## config.mk

```make
export PLATFORM = sky130hd
export DESIGN_NAME = ssom_top
export DESIGN_NICKNAME = d
export VERILOG_FILES = /design/src/core/ssom_pkg.sv /design/src/core/ssom_compare_out.sv /design/src/core/ssom_top.sv
export SDC_FILE = /design/constraint.sdc
export NUM_CORES = 1
export LEC_CHECK = 0
export ABC_AREA = 1
export BUFFER_PORTS_ARGS = -buffer_cell sky130_fd_sc_hd__buf_2
export CAP_MARGIN = 10
export CORE_MARGIN = 5
export CORE_UTILIZATION = 57
export CTS_CLUSTER_SIZE = 14
export DETAILED_ROUTE_END_ITERATION = 8
export PLACE_DENSITY = 0.85
export SYNTH_ARGS = -nofsm -noshare
export SYNTH_HDL_FRONTEND = slang
export SYNTH_SLANG_ARGS = --single-unit
```

## constraint.sdc

```tcl
create_clock -name pclk -period 2.2 [get_ports pclk]
set_input_delay 0.44 -clock pclk [delete_from_list [all_inputs] [get_ports pclk]]
set_output_delay 0.44 -clock pclk [all_outputs]
set_load 0.01 [all_outputs]
```

## src/core/ssom_pkg.sv

```systemverilog
// constants, types and register map of the servo status output mux
// assumes one clock domain; registers reached over a 32-bit apb slave
package ssom_pkg;

   // ==========================================================
   // register byte offsets
   localparam logic [7:0] SSOM_OFS_SEL = 8'h00;
   localparam logic [7:0] SSOM_OFS_RANGE = 8'h04;
   localparam logic [7:0] SSOM_OFS_CCFG = 8'h08;
   localparam logic [7:0] SSOM_OFS_COND = 8'h0C;
   localparam logic [7:0] SSOM_OFS_PINS = 8'h10;
   localparam logic [7:0] SSOM_OFS_ISTAT = 8'h14;
   localparam logic [7:0] SSOM_OFS_IMASK = 8'h18;

   // ==========================================================
   // field layout
   localparam int unsigned SSOM_NPINS = 3;
   localparam int unsigned SSOM_SEL_W = 4;
   localparam int unsigned SSOM_RANGE_W = 16;
   localparam int unsigned SSOM_CCFG_MODE_BIT = 0;
   localparam int unsigned SSOM_CCFG_WIDTH_LSB = 16;
   localparam int unsigned SSOM_WIDTH_W = 16;
   localparam int unsigned SSOM_NCOND = 9;
   localparam int unsigned SSOM_NEV = 5;
   localparam int unsigned SSOM_EV_ALARM = 0;
   localparam int unsigned SSOM_EV_INPOS = 1;
   localparam int unsigned SSOM_EV_COMPARE = 2;
   localparam int unsigned SSOM_EV_POSLIM = 3;
   localparam int unsigned SSOM_EV_NEGLIM = 4;

   // ==========================================================
   // output functions
   typedef enum logic [3:0] {
      FN_OFF = 4'h0,
      FN_ALARM = 4'h1,
      FN_READY = 4'h2,
      FN_IN_POSITION = 4'h3,
      FN_BRAKE = 4'h4,
      FN_ZERO_SPEED = 4'h5,
      FN_SERVO_ON = 4'h6,
      FN_POS_LIMIT = 4'h7,
      FN_NEG_LIMIT = 4'h8,
      FN_COMPARE = 4'h9
   } ssom_fn_t;

   typedef enum logic {
      CM_TOGGLE = 1'b0,
      CM_PULSE = 1'b1
   } ssom_cmode_t;

   typedef enum logic {
      CS_IDLE = 1'b0,
      CS_PULSE = 1'b1
   } ssom_cstate_t;

   // internal status conditions, one bit per function
   typedef struct packed {
      logic compare_match_out;
      logic neg_limit_echo_out;
      logic pos_limit_echo_out;
      logic servo_enabled_out;
      logic zero_speed_out;
      logic brake_release_out;
      logic in_position_out;
      logic ready_out;
      logic alarm_out;
   } ssom_cond_t;

   // ==========================================================
   // reset values
   localparam ssom_fn_t SSOM_SEL1_RST = FN_BRAKE;
   localparam ssom_fn_t SSOM_SEL2_RST = FN_READY;
   localparam ssom_fn_t SSOM_SEL3_RST = FN_ALARM;
   localparam logic [15:0] SSOM_RANGE_RST = 16'h000A;
   localparam logic [15:0] SSOM_WIDTH_RST = 16'h0010;
   localparam ssom_cmode_t SSOM_CMODE_RST = CM_TOGGLE;
   localparam logic [4:0] SSOM_IMASK_RST = 5'h00;

endpackage

```

## src/core/ssom_compare_out.sv

```systemverilog
// compare output shaper: toggles or emits a pulse of set width per event
// assumes compare_event is a one-cycle pulse from logic on pclk
module ssom_compare_out
   import ssom_pkg::*;
(
   input wire logic pclk, // system clock
   input wire logic presetn, // async reset, active low
   input wire logic compare_event, // position compare satisfied, pulse
   input wire ssom_cmode_t mode, // toggle or pulse
   input wire logic [15:0] width, // pulse width in cycles, 0 acts as 1
   output logic level // shaped compare level
);

   ssom_cstate_t state_r;
   logic [15:0] cnt_r;
   logic level_r;

   // ==========================================================
   // shaper
   // [RL7] toggle or pulse
   always_ff @(posedge pclk or negedge presetn) begin
      if (!presetn) begin
         state_r <= CS_IDLE;
         cnt_r <= 16'h0000;
         level_r <= 1'b0;
      end else if (compare_event && mode == CM_TOGGLE) begin
         state_r <= CS_IDLE;
         cnt_r <= 16'h0000;
         level_r <= ~level_r;
      end else if (compare_event) begin
         state_r <= CS_PULSE;
         cnt_r <= (width == 16'h0000) ? 16'h0000 : width - 16'h0001;
         level_r <= 1'b1;
      end else begin
         unique case (state_r)
            CS_IDLE: begin
               cnt_r <= 16'h0000;
            end
            CS_PULSE: begin
               if (cnt_r == 16'h0000) begin
                  state_r <= CS_IDLE;
                  level_r <= 1'b0;
               end else begin
                  cnt_r <= cnt_r - 16'h0001;
               end
            end
         endcase
      end
   end

   assign level = level_r;
endmodule

```

## src/core/ssom_top.sv

```systemverilog
// servo status output mux: routes drive conditions to three output pins
// assumes condition inputs come from pclk logic; limit inputs come from pins
//
// Contract
// [RL1] fault output high whenever a drive alarm is present; default on pin 3
// [RL2] ready output high once servo is powered; default on pin 2
// [RL3] in-position high when move done and position error within range
// [RL4] zero-speed output high while zero-speed clamp is active
// [RL5] servo-enabled output high while servo enabled, separate from ready
// [RL6] limit echo outputs follow the positive and negative limit inputs
// [RL7] compare output toggles or pulses for set width on compare match
// [RL8] pin 1 carries brake release function by default
// [RL9] one function may drive several pins at once
// [RL10] each pin has its own selector, applied every cycle
module ssom_top
   import ssom_pkg::*;
(
   input wire logic pclk, // system clock, 250 MHz
   input wire logic presetn, // async reset, active low
   input wire logic psel, // apb select
   input wire logic penable, // apb enable
   input wire logic pwrite, // apb direction
   input wire logic [7:0] paddr, // apb byte address
   input wire logic [31:0] pwdata, // apb write data
   output logic [31:0] prdata, // apb read data
   output logic pready, // apb ready
   output logic pslverr, // apb error, unmapped or unaligned
   input wire logic drive_alarm, // drive alarm present
   input wire logic servo_powered, // servo powered on
   input wire logic servo_enabled, // servo enabled
   input wire logic move_done, // positioning move finished
   input wire logic [31:0] pos_error, // signed position error
   input wire logic zero_clamp_active, // zero-speed clamp active
   input wire logic brake_release, // external brake release request
   input wire logic pos_limit_in, // positive limit, from pin
   input wire logic neg_limit_in, // negative limit, from pin
   input wire logic compare_event, // position compare satisfied, pulse
   output logic output_pin_1, // digital output 1
   output logic output_pin_2, // digital output 2
   output logic output_pin_3, // digital output 3
   output logic irq // level interrupt
);

   // ==========================================================
   // declarations
   ssom_fn_t sel_r [SSOM_NPINS];
   logic [15:0] range_r;
   logic [15:0] width_r;
   ssom_cmode_t cmode_r;
   logic [4:0] istat_r;
   logic [4:0] istat_nxt;
   logic [4:0] imask_r;
   logic [SSOM_NPINS-1:0] pin_r;
   logic irq_r;
   logic [31:0] prdata_r;
   logic [31:0] rdata_nxt;
   logic pready_r;
   logic pslverr_r;
   logic map_hit;
   logic setup_ph;
   logic wr_en;
   logic pos_sync1_r;
   logic pos_sync2_r;
   logic neg_sync1_r;
   logic neg_sync2_r;
   logic [31:0] err_abs;
   logic compare_level;
   ssom_cond_t cond;
   ssom_cond_t cond_d_r;
   logic [4:0] ev;

   // ==========================================================
   // apb decode
   assign setup_ph = psel && !penable;
   assign wr_en = psel && penable && pready_r && pwrite && !pslverr_r;

   always_comb begin
      map_hit = 1'b1;
      rdata_nxt = 32'h0000_0000;
      if (paddr[1:0] != 2'h0) begin
         map_hit = 1'b0;
      end else begin
         unique case (paddr)
            SSOM_OFS_SEL: begin
               rdata_nxt[11:0] = {sel_r[2], sel_r[1], sel_r[0]};
            end
            SSOM_OFS_RANGE: begin
               rdata_nxt[15:0] = range_r;
            end
            SSOM_OFS_CCFG: begin
               rdata_nxt[SSOM_CCFG_MODE_BIT] = cmode_r;
               rdata_nxt[SSOM_CCFG_WIDTH_LSB +: SSOM_WIDTH_W] = width_r;
            end
            SSOM_OFS_COND: begin
               rdata_nxt[SSOM_NCOND-1:0] = cond;
            end
            SSOM_OFS_PINS: begin
               rdata_nxt[SSOM_NPINS-1:0] = pin_r;
            end
            SSOM_OFS_ISTAT: begin
               rdata_nxt[SSOM_NEV-1:0] = istat_r;
            end
            SSOM_OFS_IMASK: begin
               rdata_nxt[SSOM_NEV-1:0] = imask_r;
            end
            default: begin
               map_hit = 1'b0;
            end
         endcase
      end
   end

   // ready rises in the first access cycle: no wait states
   always_ff @(posedge pclk or negedge presetn) begin
      if (!presetn) begin
         pready_r <= 1'b0;
         pslverr_r <= 1'b0;
         prdata_r <= 32'h0000_0000;
      end else if (setup_ph) begin
         pready_r <= 1'b1;
         pslverr_r <= !map_hit;
         prdata_r <= (map_hit && !pwrite) ? rdata_nxt : 32'h0000_0000;
      end else begin
         pready_r <= 1'b0;
         pslverr_r <= 1'b0;
      end
   end

   assign prdata = prdata_r;
   assign pready = pready_r;
   assign pslverr = pslverr_r;

   // ==========================================================
   // configuration registers
   // [RL8] pin 1 defaults to brake
   always_ff @(posedge pclk or negedge presetn) begin
      if (!presetn) begin
         sel_r[0] <= SSOM_SEL1_RST;
         sel_r[1] <= SSOM_SEL2_RST;
         sel_r[2] <= SSOM_SEL3_RST;
      end else if (wr_en && paddr == SSOM_OFS_SEL) begin
         sel_r[0] <= ssom_fn_t'(pwdata[3:0]);
         sel_r[1] <= ssom_fn_t'(pwdata[7:4]);
         sel_r[2] <= ssom_fn_t'(pwdata[11:8]);
      end
   end

   always_ff @(posedge pclk or negedge presetn) begin
      if (!presetn) begin
         range_r <= SSOM_RANGE_RST;
      end else if (wr_en && paddr == SSOM_OFS_RANGE) begin
         range_r <= pwdata[15:0];
      end
   end

   always_ff @(posedge pclk or negedge presetn) begin
      if (!presetn) begin
         cmode_r <= SSOM_CMODE_RST;
         width_r <= SSOM_WIDTH_RST;
      end else if (wr_en && paddr == SSOM_OFS_CCFG) begin
         cmode_r <= ssom_cmode_t'(pwdata[SSOM_CCFG_MODE_BIT]);
         width_r <= pwdata[SSOM_CCFG_WIDTH_LSB +: SSOM_WIDTH_W];
      end
   end

   always_ff @(posedge pclk or negedge presetn) begin
      if (!presetn) begin
         imask_r <= SSOM_IMASK_RST;
      end else if (wr_en && paddr == SSOM_OFS_IMASK) begin
         imask_r <= pwdata[SSOM_NEV-1:0];
      end
   end

   // ==========================================================
   // limit pin synchronisers
   always_ff @(posedge pclk or negedge presetn) begin
      if (!presetn) begin
         pos_sync1_r <= 1'b0;
         pos_sync2_r <= 1'b0;
         neg_sync1_r <= 1'b0;
         neg_sync2_r <= 1'b0;
      end else begin
         pos_sync1_r <= pos_limit_in;
         pos_sync2_r <= pos_sync1_r;
         neg_sync1_r <= neg_limit_in;
         neg_sync2_r <= neg_sync1_r;
      end
   end

   // ==========================================================
   // compare shaper
   ssom_compare_out u_compare (
      .pclk(pclk),
      .presetn(presetn),
      .compare_event(compare_event),
      .mode(cmode_r),
      .width(width_r),
      .level(compare_level)
   );

   // ==========================================================
   // status conditions
   assign err_abs = pos_error[31] ? (32'h0000_0000 - pos_error) : pos_error;

   always_comb begin
      // [RL1] alarm condition
      cond.alarm_out = drive_alarm;
      // [RL2] powered readiness
      cond.ready_out = servo_powered;
      // [RL3] within completion range
      cond.in_position_out = move_done && (err_abs <= {16'h0000, range_r});
      cond.brake_release_out = brake_release;
      // [RL4] zero-speed clamp
      cond.zero_speed_out = zero_clamp_active;
      // [RL5] servo enabled
      cond.servo_enabled_out = servo_enabled;
      // [RL6] limit echoes
      cond.pos_limit_echo_out = pos_sync2_r;
      cond.neg_limit_echo_out = neg_sync2_r;
      cond.compare_match_out = compare_level;
   end

   function automatic logic pick(input ssom_cond_t c, input ssom_fn_t f);
      logic v;
      v = 1'b0;
      unique case (f)
         FN_OFF: v = 1'b0;
         FN_ALARM: v = c.alarm_out;
         FN_READY: v = c.ready_out;
         FN_IN_POSITION: v = c.in_position_out;
         FN_BRAKE: v = c.brake_release_out;
         FN_ZERO_SPEED: v = c.zero_speed_out;
         FN_SERVO_ON: v = c.servo_enabled_out;
         FN_POS_LIMIT: v = c.pos_limit_echo_out;
         FN_NEG_LIMIT: v = c.neg_limit_echo_out;
         FN_COMPARE: v = c.compare_match_out;
         default: v = 1'b0;
      endcase
      return v;
   endfunction

   // ==========================================================
   // output pin mux
   generate
      for (genvar i = 0; i < SSOM_NPINS; i++) begin : g_pin
         // [RL10] per-pin selector
         // [RL9] shared functions allowed
         always_ff @(posedge pclk or negedge presetn) begin
            if (!presetn) begin
               pin_r[i] <= 1'b0;
            end else begin
               pin_r[i] <= pick(cond, sel_r[i]);
            end
         end
      end
   endgenerate

   assign output_pin_1 = pin_r[0];
   assign output_pin_2 = pin_r[1];
   assign output_pin_3 = pin_r[2];

   // ==========================================================
   // interrupts
   always_ff @(posedge pclk or negedge presetn) begin
      if (!presetn) begin
         cond_d_r <= '0;
      end else begin
         cond_d_r <= cond;
      end
   end

   always_comb begin
      ev = 5'h00;
      ev[SSOM_EV_ALARM] = cond.alarm_out && !cond_d_r.alarm_out;
      ev[SSOM_EV_INPOS] = cond.in_position_out && !cond_d_r.in_position_out;
      ev[SSOM_EV_COMPARE] = compare_event;
      ev[SSOM_EV_POSLIM] = cond.pos_limit_echo_out && !cond_d_r.pos_limit_echo_out;
      ev[SSOM_EV_NEGLIM] = cond.neg_limit_echo_out && !cond_d_r.neg_limit_echo_out;
   end

   // set wins over a write-one clear in the same cycle
   always_comb begin
      istat_nxt = istat_r;
      if (wr_en && paddr == SSOM_OFS_ISTAT) begin
         istat_nxt = istat_r & ~pwdata[SSOM_NEV-1:0];
      end
      istat_nxt = istat_nxt | ev;
   end

   always_ff @(posedge pclk or negedge presetn) begin
      if (!presetn) begin
         istat_r <= 5'h00;
         irq_r <= 1'b0;
      end else begin
         istat_r <= istat_nxt;
         irq_r <= |(istat_nxt & imask_r);
      end
   end

   assign irq = irq_r;

   // ==========================================================
   // checks
   logic sel_written_r;
   logic [1:0] up_cnt_r;

   always_ff @(posedge pclk or negedge presetn) begin
      if (!presetn) begin
         sel_written_r <= 1'b0;
         up_cnt_r <= 2'h0;
      end else begin
         if (wr_en && paddr == SSOM_OFS_SEL) begin
            sel_written_r <= 1'b1;
         end
         if (up_cnt_r != 2'h3) begin
            up_cnt_r <= up_cnt_r + 2'h1;
         end
      end
   end
endmodule

```

==> flow_summary.json, run 1 <==
{
  "vdd.ir_drop.worst_v": 0.000554,
  "clock-root-buffer": "clkbuf_16",
  "die_x_um": 123,
  "async_flop_share_pct": 100,
  "synth_warnings": 0,
  "setup_violations": 6,
  "hold_path_class": "primary input to async pin",
  "design_area_um2": 9770,
  "clkPwrFrac_pct": 47.4,
  "fin_cells": 1376,
  "cp-end-kind": "flop",
  "timing.fmax_ghz": 0.421,
  "fin_ws_ps": -176,
  "clk_latency_ps": 420,
  "cts_sinks": 119,
  "synth-edff-count": 0,
  "powerDensity_nw_per_um2": 593,
  "synth_nets": 1087,
  "antenna_found_initial": 0,
  "status": "finished, violations left",
  "cp_data_required_time_ps": 2550,
  "critPathKind": "primary input to flop",
  "syn_inst": 981,
  "wire_per_inst_um": 16.8,
  "drtIter0Drc": 832,
  "post-place-cells": 1320,
  "fin_crit_ps": 2380,
  "slew_violations": 0,
  "drv_cap": 0,
  "reg2reg_setup_slack_ps": -10,
  "cp.arrival_ps": 2730,
  "place_area_um2": 8600,
  "ant_nets": 0,
  "initial_core_util_pct": 57.7,
  "ys_seq_area_share_pct": 41.2,
  "holdBufCountCts": 0,
  "combPwrFrac_pct": 13.7,
  "vias": 7750,
  "cts_inserted_buffers": 17,
  "cts_tree": "yes",
  "internal-power_mw": 4.30,
  "grt_max_degree": 76,
  "grt_setup_unrepaired": "yes",
  "finalHoldViolCount": 0,
  "first_pass_iters": 9,
  "routed_wl_mm": 23.2,
  "drc": 0,
  "die_y_um": 123,
  "clk_path_buf_depth": 2,
  "p_seq_share_pct": 38.9,
  "place.gp.congestion": 0.973,
  "cp_max_fo": 3,
  "h-tree-depth": 4,
  "preCtsSetupSlack_ps": -533,
  "ys_ff_latch": 119,
  "finalClockSkew_ps": 7.55,
  "syn_area_per_cell_um2": 7.39,
  "tightest_slew_ps": 404,
  "violations": "setup timing",
  "fillers": 845,
  "io_pins": 124,
  "num_rows": 41,
  "cts.clk_slew.worst_paths_ps": 60,
  "dieArea_um2": 15100,
  "final_cell_mix": "nand2_1, inv_1, dfrtp_1, buf_2, nor2_1",
  "antenna_cells": 0,
  "p_leak_nw": 4.93,
  "grt_pass1_vias": 7327,
  "port-buffer-count": 123,
  "switching_share_pct": 25.8,
  "design.core.area_um2": 12600,
  "maxSlewHeadroom_pct": 72.7,
  "syn-cell-area_um2": 7250,
  "num-nets-final": 1297,
  "min_period_over_period_pct": 108,
  "post_drt_via_cell_ratio": 5.63,
  "area_delta_synth_final_pct": 34.7,
  "hpwlAfterDp_mm": 15.7,
  "track_usage_pct": 29.9,
  "yosysUniqueCellTypes": 48,
  "overflow": 0,
  "synthFlopType": "dfrtp_1",
  "final_layout_size_suffix_gt1_share_pct": 30.8,
  "critical_path.startpoint_type": "primary input",
  "grt_pass1_wl_mm": 35.3,
  "power.switching_mw": 1.49,
  "final_common_cell": "nand2_1"
}
[cell type report]
cell class              instances  area (um^2)  area share (%)
clock buffers                  20          467            4.78
clock inverters                12          126            1.29
inverters                     137          532            5.44
multi-input cells             707         4030            41.3
flip-flops and latches        119         2990            30.6
well taps                     172          215            2.20
repair buffers                209         1410            14.5
[critical path: stages]
cell      delay [ps]
clkbuf_4         160
nor2_4           110
nand2_2           80
nor2_4           120
nand2_2           60
nand2_2          110
xor2_2           100
ha_4             310
nand2_4           60
nor4_4           330
nand3_1          150
a21oi_2          180
nand2_2           80
nor2_4           130
and2_4           180
nand2_2           60
nand3_2           70
[power groups by stage]
| stage | Combinational (mW) | Clock [mW] | Sequential (mW) |
|---|---|---|---|
| 3_5_place_dp | 0.661 | 0 | 2.29 |
| 5_1_grt | 0.866 | 2.87 | 2.26 |
| 4_1_cts | 0.717 | 2.76 | 2.25 |
| 3_3_place_gp | 0.645 | 0 | 2.29 |
| 2_1_floorplan | 0.368 | 0 | 2.29 |
| 6_report | 0.794 | 2.75 | 2.25 |
[layer usage]
metal / track usage, % / up-vias / wire [um]
met4: 11.8 / 0 / 931
met5: 0 / - / 0
met3: 6.77 / 101 / 1900
li1: - / 3620 / -
met2: 51.0 / 433 / 11600
met1: 36.9 / 3596 / 8770
[worst paths after layout]
check                                         end              startpoint  cells after the start
max                        output_pin_3$_DFF_PN0_           pos_error[13]                     17
min                         pos_sync2_r$_DFF_PN0_                 presetn                      2
max reg2reg                output_pin_3$_DFF_PN0_  range_r[1]$_DFFE_PN1P_                     16
min reg2reg                 pos_sync2_r$_DFF_PN0_   pos_sync1_r$_DFF_PN0_                      0
max in group asynchronous  width_r[4]$_DFFE_PN1P_                 presetn                      2
min in group pclk           pos_sync1_r$_DFF_PN0_            pos_limit_in                      1
[cell usage after synthesis, types with 3 or more instances]
master / count / area (um^2)
a21oi_1: 40 / 200
a22oi_1: 8 / 60.1
and2_1: 3 / 18.8
buf_2: 4 / 20.0
clkbuf_1: 12 / 45.0
dfrtp_1: 113 / 2830
dfstp_2: 6 / 158
ha_1: 20 / 250
inv_1: 130 / 488
inv_2: 7 / 26.3
nand2_1: 242 / 908
nand2_2: 3 / 18.8
nand3_1: 59 / 295
nand3_2: 3 / 30.0
nand4_1: 11 / 68.8
nor2_1: 120 / 450
nor2_2: 7 / 43.8
nor2_4: 3 / 33.8
nor3_1: 11 / 55.1
nor3_2: 5 / 50.1
nor4_1: 4 / 25.0
o211ai_1: 3 / 22.5
o21ai_0: 68 / 340
o21ai_1: 3 / 15.0
o21ai_2: 14 / 123
o22ai_1: 24 / 150
xnor2_1: 13 / 114
xor2_1: 18 / 158
[sequential cells by signal, indices dropped and copies added, names as in the netlist, 4 cells and up]
| name | cells |
|---|---|
| range_r | 16 |
| u_compare.cnt_r | 16 |
| prdata | 32 |
| istat_r | 5 |
| cond_d_r | 4 |
| imask_r | 5 |
| width_r | 16 |
| sel_r | 12 |
[logic make-up after synthesis]
kind of cell    synth area share, %
simple gates                   28.8
flops                          41.2
compound gates                 14.6
fa+ha+maj                      3.45
buf+inv                        8.25
xor+xnor                       3.74
[timing repair]
action                                  in CTS  in global routing
setup buffers                               17                  7
gates resized for setup                     49                 61
pin swaps                                   25                 44
endpoints found under the setup margin       7                  8
[through the flow]
stage          setup TNS, ps  hold WS (ps)  power (mW)  util [%]
2_1_floorplan           -464           144        2.65         -
3_3_place_gp           -2650           332        2.93      68.4
3_5_place_dp           -3550           340        2.95      68.4
4_1_cts                 -339          1.98        5.73      75.5
5_1_grt                -1690          11.8        5.99      77.7
6_report                -775          1.46        5.79      77.7
Note: power is estimated with default switching activity, not from simulation.
==> inputs of run 2 (changes only) <==
--- a/config.mk
+++ b/config.mk
@@ -9,10 +9,11 @@
 export BUFFER_PORTS_ARGS = -buffer_cell sky130_fd_sc_hd__buf_2
 export CAP_MARGIN = 10
 export CORE_MARGIN = 5
-export CORE_UTILIZATION = 57
+export CORE_UTILIZATION = 58
 export CTS_CLUSTER_SIZE = 14
 export DETAILED_ROUTE_END_ITERATION = 8
-export PLACE_DENSITY = 0.85
+export PLACE_DENSITY = 0.86
 export SYNTH_ARGS = -nofsm -noshare
 export SYNTH_HDL_FRONTEND = slang
+export SYNTH_HIERARCHICAL = 1
 export SYNTH_SLANG_ARGS = --single-unit
==> flow_summary.json, run 2 <==
{
  "fin_crit_ps": 2270,
  "grt_pass1_wl_mm": 37.9,
  "reg2reg_to": "output_pin_3$_DFF_PN0_",
  "fin_cells": 1472,
  "hpwlAfterDp_mm": 16.9,
  "grt_setup_unrepaired": "yes",
  "synthFlopType": "dfrtp_1",
  "num-nets-final": 1388,
  "cts_inserted_buffers": 17,
  "synth_area_leaders": "dfrtp_1, nand2_1, inv_1",
  "cp.arrival_ps": 2630,
  "final_common_cell": "nand2_1",
  "syn-cell-area_um2": 7680,
  "area_delta_synth_final_pct": 28.6,
  "final_layout_size_suffix_gt1_share_pct": 26.1,
  "cts.clk_slew.worst_paths_ps": 60,
  "ys_ff_latch": 119,
  "finalClockSkew_ps": 6.12,
  "powerDensity_nw_per_um2": 611,
  "track_usage_pct": 29.4,
  "clk_latency_ps": 420,
  "clk_path_buf_depth": 2,
  "yosysUniqueCellTypes": 48,
  "vdd.ir_drop.worst_v": 0.000520,
  "critical_path.startpoint_type": "primary input",
  "antenna_cells": 0,
  "wire_per_inst_um": 15.7,
  "design.core.area_um2": 13100,
  "vias": 8157,
  "slew_violations": 0,
  "p_leak_nw": 5.25,
  "min_period_over_period_pct": 103,
  "initial_core_util_pct": 58.7,
  "power_mw": 6.03,
  "synth-edff-count": 0,
  "synth_top_area_share_pct": 36.8,
  "grt_pass1_vias": 7877,
  "worstHoldPathCells": 1,
  "cts_sinks": 119,
  "async_flop_share_pct": 100,
  "drv_cap": 0,
  "tightest_slew_ps": 405,
  "syn_inst": 1083,
  "yosysMostFrequentCell": "nand2_1",
  "hold_path_end": "pos_sync1_r$_DFF_PN0_",
  "port-buffer-count": 123,
  "die_x_um": 125,
  "fin_ws_ps": -70.4,
  "place.gp.congestion": 0.943,
  "hold_path_class": "primary input to flop",
  "dieArea_um2": 15600,
  "maxSlewHeadroom_pct": 72.3,
  "h-tree-depth": 4,
  "synth.top_cells.by_count": "nand2_1, inv_1, nor2_1, dfrtp_1, nand3_1",
  "min_from": "pos_limit_in",
  "yosysTopAreaCell": "dfrtp_1",
  "seq_area_um2": 2990,
  "ff2ff_path_depth": 14,
  "first_pass_iters": 6,
  "post-place-cells": 1436,
  "multi_input_area_um2": 4090,
  "worst_hold_slack_ps": 124,
  "clock-root-buffer": "clkbuf_16",
  "post_drt_via_cell_ratio": 5.54,
  "reg2reg_setup_slack_ps": 70,
  "status": "finished, violations left",
  "syn_area_per_cell_um2": 7.09,
  "ant_nets": 0,
  "setup_violations": 6,
  "grt_max_degree": 43,
  "cp_data_required_time_ps": 2560,
  "routed_wl_mm": 23.1,
  "timing.fmax_ghz": 0.440,
  "cp-end-kind": "flop",
  "cts_tree": "yes",
  "overflow": 0,
  "critPathKind": "primary input to flop",
  "ys_seq_area_share_pct": 38.9,
  "preCtsSetupSlack_ps": -506,
  "synth_nets": 1188,
  "die_y_um": 125,
  "final_util_pct": 75.4,
  "violations": "setup timing",
  "fillers": 986,
  "num_rows": 42,
  "drc": 0,
  "finalHoldViolCount": 0,
  "final_cell_mix": "nand2_1, inv_1, buf_2, dfrtp_1, nor2_1",
  "io_pins": 124,
  "cp_max_fo": 5,
  "rr_startpoint": "range_r[1]$_DFFE_PN1P_",
  "antenna_found_initial": 0,
  "drtIter0Drc": 867,
  "synth_warnings": 6,
  "largest_reg_flops": 32
}
[run 2: worst max-delay path by stage]
stage / startpoint / to / slack, ps / cells past startpoint
floorplan: pos_error[5] / output_pin_2$_DFF_PN0_ / -90 / 17
global placement: pos_error[5] / output_pin_1$_DFF_PN0_ / -400 / 18
detailed placement: pos_error[5] / irq$_DFF_PN0_ / -510 / 19
CTS: pos_error[11] / cond_d_r[2]$_DFF_PN0_ / 2 / 18
global route: pos_error[5] / cond_d_r[2]$_DFF_PN0_ / -220 / 17
finish: pos_error[0] / output_pin_3$_DFF_PN0_ / -70 / 18
[run 2: critical path: stages]
cell	delay, ps
buf_6	100
inv_6	60
ha_4	140
nand2_4	60
nor2_4	160
nand3_2	100
nand2_2	90
xor2_1	70
ha_1	300
nand4_1	160
nor2_2	190
nand3_1	100
nand2_2	100
nand3_2	90
nor2_4	170
and2_4	180
nand2_2	50
nand3_2	60
[run 2: area by class of cell]
cell class	instances	share of cell area [%]
Tap cell	176	2.23
Timing Repair Buffer	202	12.9
Multi-Input combinational cell	774	41.4
Sequential cell	119	30.2
Clock buffer	21	4.67
Clock inverter	11	1.98
Inverter	169	6.55
[run 2: stage by stage]
stage | instance area [um^2] | TNS (ps)
detailed placement | 9060 | -5030
floorplan | 7740 | -358
global placement | 9060 | -3010
global route | 9870 | -1250
CTS | 9820 | 0
finish | 9870 | -263
[run 2: what timing repair did]
action	4_1_cts	5_1_grt
hold buffers	1	0
endpoints found under the setup margin	6	7
hold endpoints to repair	19	0
buffers inserted	3	0
resized for setup	19	15
pin swaps	11	2
[run 2: routing by layer]
metal | vias to the layer above | share of wire, % | track usage [%]
li1 | 3871 | - | -
met1 | 3807 | 40 | 37.2
met2 | 385 | 48 | 49.2
met3 | 94 | 7.4 | 6.57
met4 | 0 | 4.1 | 12.0
met5 | - | 0 | 0
[run 2: power breakdown]
part	internal (mW)	leakage [nW]	switching, mW
Combinational	0.288	3.45	0.411
Clock	2.07	0.310	1.02
Sequential	2.22	1.49	0.0239
[run 2: logic make-up after synthesis]
logic type / share of synthesized area, %
flip-flops: 38.9
XOR/XNOR: 2.74
AO/OA/AOI/OAI: 12.6
buffers and inverters: 9.52
adder cells (fa/ha/maj): 3.10
AND/OR/NAND/NOR: 33.2
